===== src/pkg/ueif_pkg.sv =====
// Constants, types and helpers shared by the endpoint interrupt flag block
// What this block does
// RL1: Each OUT endpoint keeps a flag telling whether its last packet was short.
// RL2: Short flag bit n belongs to endpoint n, bit 0 endpoint 0, bit 7 endpoint 7.
// RL3: The short packet register is read only; bus writes never change it.
// RL4: Upper short register bits above the eight flags carry no meaning for software.
// RL5: Enable bit 2n enables receive interrupts of OUT endpoint n.
// RL6: Enable bit 2n+1 enables transmit interrupts of IN endpoint n.
// RL7: Software writes zeros to enable bits 31:16 and ignores their read value.
// RL8: Status holds one flag per endpoint direction, receive even, transmit odd.
// RL9: Receive status flag sets when the endpoint OUT buffer fills with a packet.
// RL10: Transmit status flag sets when the endpoint IN buffer is emptied.
// RL11: Interrupt is requested while any status flag and its enable are both one.
// RL12: Writing one to a clear register bit clears the matching status flag.
// RL13: Writing one to a set register bit sets the matching status flag.
// RL14: Zero bits written to clear or set do nothing; both read as zero.
// RL15: Clear register layout mirrors status: bit 0 endpoint 0 receive, bit 1 transmit.
// RL16: The set register lets software force endpoint interrupt requests.
// RL17: Short flags, enables and status reset to zero on master and bus reset.
// RL18: Each accepted OUT packet overwrites that endpoint's short flag.
package ueif_pkg;

    // ************************************************************
    // Register map
    // ************************************************************
    localparam logic [31:0] SHORT_OFFSET  = 32'h8004_1024;
    localparam logic [31:0] ENABLE_OFFSET = 32'h8004_1090;
    localparam logic [31:0] STATUS_OFFSET = 32'h8004_1098;
    localparam logic [31:0] CLEAR_OFFSET  = 32'h8004_10A0;
    localparam logic [31:0] FORCE_OFFSET  = 32'h8004_10A4;

    // ************************************************************
    // Sizes, reset values and responses
    // ************************************************************
    localparam int          EP_COUNT      = 8;
    localparam int          EP_COUNT_MAX  = 16;
    localparam logic [31:0] ZERO_WORD     = 32'h0000_0000;
    localparam logic [1:0]  RESP_OKAY     = 2'h0;
    localparam logic [1:0]  RESP_DECERR   = 2'h3;

    typedef enum logic [2:0]
    {
        UEIF_SEL_NONE   = 3'b000,
        UEIF_SEL_SHORT  = 3'b001,
        UEIF_SEL_ENABLE = 3'b010,
        UEIF_SEL_STATUS = 3'b011,
        UEIF_SEL_CLEAR  = 3'b100,
        UEIF_SEL_FORCE  = 3'b101
    } ueif_sel_e;

    // Address decode shared by the read and write paths
    function automatic ueif_sel_e ueif_decode(input logic [31:0] addr);
        ueif_sel_e sel;
        case (addr)
            SHORT_OFFSET:  sel = UEIF_SEL_SHORT;
            ENABLE_OFFSET: sel = UEIF_SEL_ENABLE;
            STATUS_OFFSET: sel = UEIF_SEL_STATUS;
            CLEAR_OFFSET:  sel = UEIF_SEL_CLEAR;
            FORCE_OFFSET:  sel = UEIF_SEL_FORCE;
            default:       sel = UEIF_SEL_NONE;
        endcase
        return sel;
    endfunction

    // Byte strobes widened to a bit mask
    function automatic logic [31:0] ueif_strb_mask(input logic [3:0] strb);
        logic [31:0] mask;
        mask = ZERO_WORD;
        for (int b = 0; b < 4; b++)
        begin
            mask[b*8 +: 8] = {8{strb[b]}};
        end
        return mask;
    endfunction

endpackage


===== src/hdl/ueif_top.sv =====
// Endpoint short packet, interrupt enable and interrupt status logic with AXI4-Lite slave
//
// The AXI4-Lite slave port was decided locally.
`timescale 1ns/1ps
module ueif_top
#(
    parameter int NUM_EP = ueif_pkg::EP_COUNT
)
(
    input  wire logic                aclk,
    input  wire logic                aresetn,
    input  wire logic                usb_bus_reset,
    input  wire logic [NUM_EP-1:0]   rx_filled,
    input  wire logic [NUM_EP-1:0]   tx_emptied,
    input  wire logic [NUM_EP-1:0]   out_accept,
    input  wire logic [NUM_EP-1:0]   out_short,
    input  wire logic [31:0]         awaddr,
    input  wire logic                awvalid,
    output logic                     awready,
    input  wire logic [31:0]         wdata,
    input  wire logic [3:0]          wstrb,
    input  wire logic                wvalid,
    output logic                     wready,
    output logic [1:0]               bresp,
    output logic                     bvalid,
    input  wire logic                bready,
    input  wire logic [31:0]         araddr,
    input  wire logic                arvalid,
    output logic                     arready,
    output logic [31:0]              rdata,
    output logic [1:0]               rresp,
    output logic                     rvalid,
    input  wire logic                rready,
    output logic                     irq
);

    localparam int IRQ_W = 2 * NUM_EP;

    // ************************************************************
    // Parameter check
    // ************************************************************
    generate
        if (NUM_EP < 1 || NUM_EP > ueif_pkg::EP_COUNT_MAX)
        begin : g_bad_num_ep
            $error("NUM_EP must lie between 1 and 16");
        end
    endgenerate

    // ************************************************************
    // Declarations
    // ************************************************************
    logic                   aw_held;
    logic [31:0]            aw_addr_q;
    logic                   w_held;
    logic [31:0]            w_data_q;
    logic [3:0]             w_strb_q;
    logic                   next_aw_held;
    logic [31:0]            next_aw_addr_q;
    logic                   next_w_held;
    logic [31:0]            next_w_data_q;
    logic [3:0]             next_w_strb_q;
    logic                   next_awready;
    logic                   next_wready;
    logic                   next_bvalid;
    logic [1:0]             next_bresp;
    logic                   wr_go;
    ueif_pkg::ueif_sel_e    wr_sel;

    logic                   next_arready;
    logic                   next_rvalid;
    logic [31:0]            next_rdata;
    logic [1:0]             next_rresp;

    logic [NUM_EP-1:0]      short_flags;
    logic [IRQ_W-1:0]       enable;
    logic [IRQ_W-1:0]       status;
    logic [NUM_EP-1:0]      next_short_flags;
    logic [IRQ_W-1:0]       next_enable;
    logic [IRQ_W-1:0]       next_status;
    logic                   next_irq;
    logic [IRQ_W-1:0]       ev_vec;
    logic [IRQ_W-1:0]       clr_vec;
    logic [IRQ_W-1:0]       frc_vec;
    logic [31:0]            wr_mask;

    // ************************************************************
    // Write channels
    // ************************************************************
    always_comb
    begin
        wr_sel         = ueif_pkg::ueif_decode(aw_addr_q);
        wr_go          = aw_held && w_held && !bvalid;
        next_aw_held   = aw_held;
        next_aw_addr_q = aw_addr_q;
        next_w_held    = w_held;
        next_w_data_q  = w_data_q;
        next_w_strb_q  = w_strb_q;
        next_bvalid    = bvalid;
        next_bresp     = bresp;
        // Address and data are taken independently, in either order
        if (awvalid && awready)
        begin
            next_aw_held   = 1'h1;
            next_aw_addr_q = awaddr;
        end
        if (wvalid && wready)
        begin
            next_w_held   = 1'h1;
            next_w_data_q = wdata;
            next_w_strb_q = wstrb;
        end
        if (bvalid && bready)
        begin
            next_bvalid = 1'h0;
        end
        if (wr_go)
        begin
            next_aw_held = 1'h0;
            next_w_held  = 1'h0;
            next_bvalid  = 1'h1;
            if (wr_sel == ueif_pkg::UEIF_SEL_NONE)
            begin
                next_bresp = ueif_pkg::RESP_DECERR;
            end
            else
            begin
                next_bresp = ueif_pkg::RESP_OKAY;
            end
        end
        // No new write is taken while a response is outstanding
        next_awready = !next_aw_held && !next_bvalid;
        next_wready  = !next_w_held && !next_bvalid;
    end

    always_ff @(posedge aclk)
    begin
        if (!aresetn)
        begin
            aw_held   <= 1'h0;
            aw_addr_q <= ueif_pkg::ZERO_WORD;
            w_held    <= 1'h0;
            w_data_q  <= ueif_pkg::ZERO_WORD;
            w_strb_q  <= 4'h0;
            awready   <= 1'h0;
            wready    <= 1'h0;
            bvalid    <= 1'h0;
            bresp     <= ueif_pkg::RESP_OKAY;
        end
        else
        begin
            aw_held   <= next_aw_held;
            aw_addr_q <= next_aw_addr_q;
            w_held    <= next_w_held;
            w_data_q  <= next_w_data_q;
            w_strb_q  <= next_w_strb_q;
            awready   <= next_awready;
            wready    <= next_wready;
            bvalid    <= next_bvalid;
            bresp     <= next_bresp;
        end
    end

    // ************************************************************
    // Read channels
    // ************************************************************
    always_comb
    begin
        next_rvalid = rvalid;
        next_rdata  = rdata;
        next_rresp  = rresp;
        if (rvalid && rready)
        begin
            next_rvalid = 1'h0;
        end
        if (arvalid && arready)
        begin
            next_rvalid = 1'h1;
            next_rdata  = ueif_pkg::ZERO_WORD;
            next_rresp  = ueif_pkg::RESP_OKAY;
            case (ueif_pkg::ueif_decode(araddr))
                ueif_pkg::UEIF_SEL_SHORT:  next_rdata[NUM_EP-1:0] = short_flags; // [RL2] [RL4]
                ueif_pkg::UEIF_SEL_ENABLE: next_rdata[IRQ_W-1:0]  = enable;
                ueif_pkg::UEIF_SEL_STATUS: next_rdata[IRQ_W-1:0]  = status; // [RL8]
                ueif_pkg::UEIF_SEL_CLEAR:  next_rdata = ueif_pkg::ZERO_WORD; // [RL14]
                ueif_pkg::UEIF_SEL_FORCE:  next_rdata = ueif_pkg::ZERO_WORD; // [RL14]
                default:                   next_rresp = ueif_pkg::RESP_DECERR;
            endcase
        end
        next_arready = !next_rvalid;
    end

    always_ff @(posedge aclk)
    begin
        if (!aresetn)
        begin
            arready <= 1'h0;
            rvalid  <= 1'h0;
            rdata   <= ueif_pkg::ZERO_WORD;
            rresp   <= ueif_pkg::RESP_OKAY;
        end
        else
        begin
            arready <= next_arready;
            rvalid  <= next_rvalid;
            rdata   <= next_rdata;
            rresp   <= next_rresp;
        end
    end

    // ************************************************************
    // Flags, enables, status and interrupt
    // ************************************************************
    always_comb
    begin
        wr_mask          = ueif_pkg::ueif_strb_mask(w_strb_q);
        ev_vec           = '0;
        clr_vec          = '0;
        frc_vec          = '0;
        next_short_flags = short_flags;
        next_enable      = enable;
        for (int n = 0; n < NUM_EP; n++)
        begin
            ev_vec[2*n]   = rx_filled[n]; // [RL9]
            ev_vec[2*n+1] = tx_emptied[n]; // [RL10]
            if (out_accept[n])
            begin
                next_short_flags[n] = out_short[n]; // [RL1] [RL18]
            end
        end
        if (wr_go && wr_sel == ueif_pkg::UEIF_SEL_ENABLE)
        begin
            next_enable = (enable & ~wr_mask[IRQ_W-1:0])
                        | (w_data_q[IRQ_W-1:0] & wr_mask[IRQ_W-1:0]); // [RL5] [RL6]
        end
        if (wr_go && wr_sel == ueif_pkg::UEIF_SEL_CLEAR)
        begin
            clr_vec = w_data_q[IRQ_W-1:0] & wr_mask[IRQ_W-1:0]; // [RL12] [RL15]
        end
        if (wr_go && wr_sel == ueif_pkg::UEIF_SEL_FORCE)
        begin
            frc_vec = w_data_q[IRQ_W-1:0] & wr_mask[IRQ_W-1:0]; // [RL13] [RL16]
        end
        // Events and forced bits win over a clear in the same cycle
        next_status = (status & ~clr_vec) | frc_vec | ev_vec; // [RL14]
        if (usb_bus_reset)
        begin
            next_short_flags = '0; // [RL17]
            next_enable      = '0;
            next_status      = '0;
        end
        next_irq = |(next_status & next_enable); // [RL11]
    end

    always_ff @(posedge aclk)
    begin
        if (!aresetn)
        begin
            short_flags <= '0; // [RL17]
            enable      <= '0;
            status      <= '0;
            irq         <= 1'h0;
        end
        else
        begin
            short_flags <= next_short_flags; // [RL3]
            enable      <= next_enable;
            status      <= next_status;
            irq         <= next_irq;
        end
    end
endmodule // ueif_top


===== config.mk =====
export PLATFORM = sky130hd
export DESIGN_NAME = ueif_top
export DESIGN_NICKNAME = d
export VERILOG_FILES = /design/src/pkg/ueif_pkg.sv /design/src/hdl/ueif_top.sv
export SDC_FILE = /design/constraint.sdc
export NUM_CORES = 1
export LEC_CHECK = 0
export ABC_AREA = 0
export ABC_CLOCK_PERIOD_IN_PS = 2700
export BUFFER_PORTS_ARGS = -buffer_cell sky130_fd_sc_hd__buf_2
export CAP_MARGIN = 20
export CORE_UTILIZATION = 31
export CTS_CLUSTER_DIAMETER = 60
export DETAILED_ROUTE_END_ITERATION = 10
export PLACE_DENSITY = 0.62
export SLEW_MARGIN = 20
export SYNTH_ARGS = -nofsm -noshare
export SYNTH_HDL_FRONTEND = slang
export SYNTH_SLANG_ARGS = --single-unit

===== constraint.sdc =====
create_clock -name aclk -period 2.7 [get_ports aclk]
set_input_delay 0.54 -clock aclk [delete_from_list [all_inputs] [get_ports aclk]]
set_output_delay 0.54 -clock aclk [all_outputs]
set_load 0.05 [all_outputs]

**After elaboration in Yosys (flattened, before gate mapping)**

Cells that the tools add are included.
W data, S select, Z words.

- Bits of input ports: 140
- Flip-flop bits (word level): 118

- Reduce and logical (&&, ||, !) cells: 21
- Bitwise gates (word level): 10
- Equal/unequal tests: 18
- Mux-type cells: 20

Operator list:

| operator | count |
|---|---|
| $eq A32 B32 Y1 const B | 10 |
| $mux W16 | 5 |
| $and A16 B16 Y16 | 4 |
| $or A16 B16 Y16 | 3 |
| $not A16 Y16 | 2 |
| $pmux W3 S5 | 2 |
| $pmux W8 S3 | 1 |
| $pmux W8 S2 | 1 |
| $reduce_or A16 Y1 | 1 |
| $eq A3 B3 Y1 const B | 4 |
| $logic_and A1 B1 Y1 | 12 |
| $eq A3 B2 Y1 const B | 3 |
| $mux W1 | 8 |
| $logic_not A1 Y1 | 5 |
| $reduce_or A5 Y1 | 1 |
| $mux W2 | 2 |
| $eq A3 B1 Y1 const B | 1 |
| $logic_not A3 Y1 | 1 |
| $mux W3 | 1 |
| $reduce_or A2 Y1 | 1 |
| $not A1 Y1 | 1 |

**Longest topological paths before layout**

- Depth in word-level cells: 12
- Mapped depth: 8

**Worst setup path after synthesis**

OpenSTA, ideal clock, no wires.

- Kind: register to register
- Start point: reg bvalid
- End point: reg irq
- Slack: 0.082 ns
- Arrival time: 2.486 ns
- Path buffers: 1
- Stages on the path, launching flop included: 9
- Cell sequence: dfxtp_1 -> nand3b_1 -> or4_4 -> or4_4 -> buf_6 -> a21oi_1 -> o32ai_1 -> nor4_1 -> a31oi_1

- Longest elaborated chain between the ends: 11

Ends and longest elaborated chain:

| what | line | RTL |
|---|---|---|
| start, declared | ueif_top.sv:25 | `output logic bvalid,` |
| start signal, assigned | ueif_top.sv:158 | `bvalid <= next_bvalid;` |
| $logic_not A1 Y1 * | ueif_top.sv:92 | `wr_go = aw_held && w_held && !bvalid;` |
| $logic_and A1 B1 Y1 * | ueif_top.sv:92 |  |
| $logic_and A1 B1 Y1 | ueif_top.sv:235 | `if (wr_go && wr_sel == ueif_pkg::UEIF_SEL_CLEAR)` |
| $mux W16 | ueif_top.sv:235 |  |
| $not A16 Y16 | ueif_top.sv:244 | `next_status = (status & ~clr_vec) \| frc_vec \| ev_vec;` |
| $and A16 B16 Y16 | ueif_top.sv:244 |  |
| $or A16 B16 Y16 (2 in a row) | ueif_top.sv:244 |  |
| $mux W16 | ueif_top.sv:245 | `if (usb_bus_reset)` |
| $and A16 B16 Y16 * | ueif_top.sv:251 | `next_irq = \|(next_status & next_enable);` |
| $reduce_or A16 Y1 * | ueif_top.sv:251 |  |
| end signal, assigned | ueif_top.sv:268 | `irq <= next_irq;` |
| end, declared | ueif_top.sv:34 | `output logic irq` |

Every way passes the cells marked *; elsewhere a longest branch is shown, timed or not.
A chain may end at the register's enable or synchronous reset.

**Worst setup path in the final report**

- Start point: reg aw_addr_q[6]
- End point: reg irq

- Longest elaborated chain between the ends: 12

Ends and longest elaborated chain:

| what | line | RTL |
|---|---|---|
| start, declared | ueif_top.sv:53 | `logic [31:0] aw_addr_q;` |
| start signal, assigned | ueif_top.sv:140 | `aw_addr_q <= ueif_pkg::ZERO_WORD;` |
| start signal, assigned | ueif_top.sv:152 | `aw_addr_q <= next_aw_addr_q;` |
| $eq A32 B32 Y1 | ueif_pkg.sv:54 | `case (addr)` |
| $pmux W3 S5 * | ueif_pkg.sv:54 |  |
| $eq A3 B3 Y1 | ueif_top.sv:235 |  |
| $logic_and A1 B1 Y1 | ueif_top.sv:235 |  |
| $mux W16 | ueif_top.sv:235 |  |
| $not A16 Y16 | ueif_top.sv:244 |  |
| $and A16 B16 Y16 | ueif_top.sv:244 |  |
| $or A16 B16 Y16 (2 in a row) | ueif_top.sv:244 |  |
| $mux W16 | ueif_top.sv:245 |  |
| $and A16 B16 Y16 * | ueif_top.sv:251 |  |
| $reduce_or A16 Y1 * | ueif_top.sv:251 |  |

Marked as above.

==> flow_metrics.env <==
export IMPL_grt_overflow=0
export IMPL_tns_ns=0
export IMPL_start_util=0.3198
export IMPL_worst_slew_pin_slew_ns=0.8114
export IMPL_setup_violations=0
export IMPL_ys_warn_count=0
export IMPL_hold_ws_ns=0.3549
export IMPL_layout_common_cells="buf_2 (147), nand2_1 (130), dfxtp_1 (116), nor2_1 (70), a21boi_0 (53)"
export IMPL_hp_class="primary input to flop"
export IMPL_cp_slowest_cell="or4_1"
export IMPL_portBuffers=147
export IMPL_cts_made_buffers=17
export IMPL_hold_viol=0
export IMPL_firstDrtPassIters=4
export IMPL_slew_headroom=0.4577
export IMPL_power_density_nw_per_um2=645.0
export IMPL_pwr_share_seq=0.399
export IMPL_fp_dieW_microns=136.0
export IMPL_cts_tree="done"
export IMPL_grt_max_degree=42
export IMPL_ys_ff_latch=116
export IMPL_syn_area_per_cell_sq_um=8.517
export IMPL_die_h_microns=136.0
export IMPL_start_kind="flop"
export IMPL_internal_power_mw=3.473
export IMPL_grt_usage=0.1649
export IMPL_async_reset_ff_frac=0
export IMPL_grt_pass1_vias=4517
export IMPL_area_growth_pct=28.10
export IMPL_drive_gt1_frac=0.2756
export IMPL_grt_pass1_wl_microns=23250
export IMPL_synth_cell_types=57
export IMPL_root_buffer="clkbuf_16"
export IMPL_clock_skew_ns=0.01010
export IMPL_ios=182
export IMPL_crit_fanout=16
export IMPL_layout_setup_ws_ns=0.1776
export IMPL_num_fill_cells=1769
export IMPL_switching_share=0.2454
export IMPL_end_kind="flop"
export IMPL_cts_hold_fix_buffers=0
export IMPL_min_period_over_period=0.9342
export IMPL_antenna_left=0
export IMPL_yosys_top_cells_area="dfxtp_1 (42%), nand2_1 (8.8%), mux2i_1 (7.2%)"
export IMPL_detail_route_wl_per_cell_microns=14.09
export IMPL_place_ws_ns=0.06017
export IMPL_cts_sinks=116
export IMPL_finalMaxSlewViolations=0
export IMPL_power_switching_mw=1.130
export IMPL_die_area_sq_um=18510
export IMPL_cpPeakStageDelay_ns=0.53
export IMPL_crit_arrival_ns=2.86
export IMPL_synth_edf_count=0
export IMPL_fin_crit_ns=2.522
export IMPL_ir_drop_mv=0.4993
export IMPL_crit_chain="nor4_2, nand4_2, buf_12, or4_1, mux2_1, or2_1, o2111a_1, a31oi_1"
export IMPL_nets=938
export IMPL_yosysTopAreaCellShare=0.4169
export IMPL_dpl_cell_count=1004
export IMPL_fmax_mhz=396.5
export IMPL_synth_top_cell_by_area="dfxtp_1"
export IMPL_totalWireLength_microns=14610
export IMPL_syn_cell_area_sq_um=5570
export IMPL_final_common_cell="buf_2"
export IMPL_gp_congestion=0.8146
export IMPL_maxCapViolCount=0
export IMPL_antenna_found_initial=2
export IMPL_leakage_nw=2.953
export IMPL_rsz0062_at_grt="false"
export IMPL_worst_skew_pair_late_latency_ns=0.42
export IMPL_power_frac_comb=0.102
export IMPL_vias=4847
export IMPL_synth_flop_cell="dfxtp_1"
export IMPL_fin_cells=1037
export IMPL_ctsHtreeMaxLevel=4
export IMPL_rows=48
export IMPL_coreArea_sq_um=17420
export IMPL_worst_path_buf_inv=1
export IMPL_status="finished clean"
export IMPL_clkTransAtPathRegs_ns=0.05
export IMPL_crit_required_ns=3.04
export IMPL_dp_hpwl_microns=10910
export IMPL_yosysSeqAreaShare=0.4169
export IMPL_critPathTopFamily="simple AND/OR/NAND/NOR gates"
export IMPL_post_route_drc_count=0
export IMPL_fin_total_pwr_mw=4.603
export IMPL_path_class="flop to flop"
export IMPL_clockBufferDepth=2
export IMPL_drt_iter0_drc=180
export IMPL_clockPowerShare=0.499
export IMPL_synth_cells=654
export IMPL_drt_vias_per_instance=4.674
## stage by stage
stage	instance area, sq um	util
2_1_floorplan	5627	-
3_3_place_gp	6507	0.3736
3_5_place_dp	6507	0.3736
4_1_cts	7107	0.4080
5_1_grt	7128	0.4093
6_report	7136	0.4097
## layer usage
layer,GRT usage,share of wire
met5,0,0.00055
met3,0.05705,0.069
met4,0.05370,0.0090
met1,0.2086,0.47
met2,0.2603,0.45
## layout make-up
cell class	instances	area (sq um)	area share
multi-input combinational	486	2977	0.4171
sequential	116	2322	0.3254
timing repair buffer	167	910.9	0.1277
clock buffer	21	470.5	0.06593
tap	225	281.5	0.03945
clock inverter	9	128.9	0.01806
inverter	10	37.54	0.005260
antenna	3	7.507	0.001052
## tightest hold or removal path: cells and delay by family
kind,cells,cell delay [ns]
buffers and inverters,1,0.07
and+or+nand+nor,1,0.07
muxes,1,0.05
## worst paths after layout
check,start,to,slack (ns),cells after the start
min reg2reg,aw_addr_q[12],aw_addr_q[12],0.46,2
min,out_short[5],short_flags[5],0.35,3
max reg2reg,aw_addr_q[6],irq,0.18,8
max,aw_addr_q[6],irq,0.18,8
## flip-flops by register name (all words and copies together) (netlist names), 2 cells and up
register and cells:
w_data_q 16, short_flags 8, w_strb_q 2, status 16, enable 16, rdata 16
aw_addr_q 32
## synth_stat cells (2+ instances only)
cell type,n
a21boi_0,53
o21bai_1,4
buf_6,3
or4_4,2
and3_1,4
or3_1,2
a21o_1,3
inv_1,10
nor3b_1,12
nor2_1,70
mux2i_1,40
nand2b_1,3
nand3_1,4
nand2_1,130
nor3_1,11
a21oi_1,27
or4_1,7
or2_2,2
nor2b_1,8
clkbuf_1,30
dfxtp_1,116
a2bb2oi_1,2
nor4b_1,3
o22ai_1,2
buf_1,4
nand4b_1,2
nor4bb_1,2
nand3b_1,9
nor4_4,2
nor4_2,2
a211oi_1,9
and4_1,3
a31oi_1,3
o32ai_1,2
nor4_1,11
buf_4,20
mux2_2,9
o21ai_0,3
and2_1,4
o221ai_1,4
## logic make-up (layout without fill, tap and decap cells)
| logic type | count (synthesis) | count (layout) | synth area share |
|---|---|---|---|
| muxes | 52 | 52 | 0.09883 |
| and+or+nand+nor | 302 | 302 | 0.2761 |
| other | 1 | 19 | 0.0006732 |
| DFF | 116 | 116 | 0.4169 |
| buffers and inverters | 67 | 207 | 0.06267 |
| AOI/OAI and AO/OA | 116 | 116 | 0.1449 |
## timing repair
action,in CTS,in global routing
setup buffers,0,0
gates resized for setup,0,3
endpoints found under the setup margin,0,1
## power groups by stage
| stage | clock (mW) | sequential (mW) | combinational [mW] |
|---|---|---|---|
| floorplan | 0 | 1.91 | 0.282 |
| global placement | 0 | 1.87 | 0.467 |
| detailed placement | 0 | 1.87 | 0.471 |
| CTS | 2.34 | 1.83 | 0.472 |
| global route | 2.42 | 1.85 | 0.519 |
| finish | 2.30 | 1.84 | 0.469 |
Note: power is estimated with default switching activity, not from simulation.
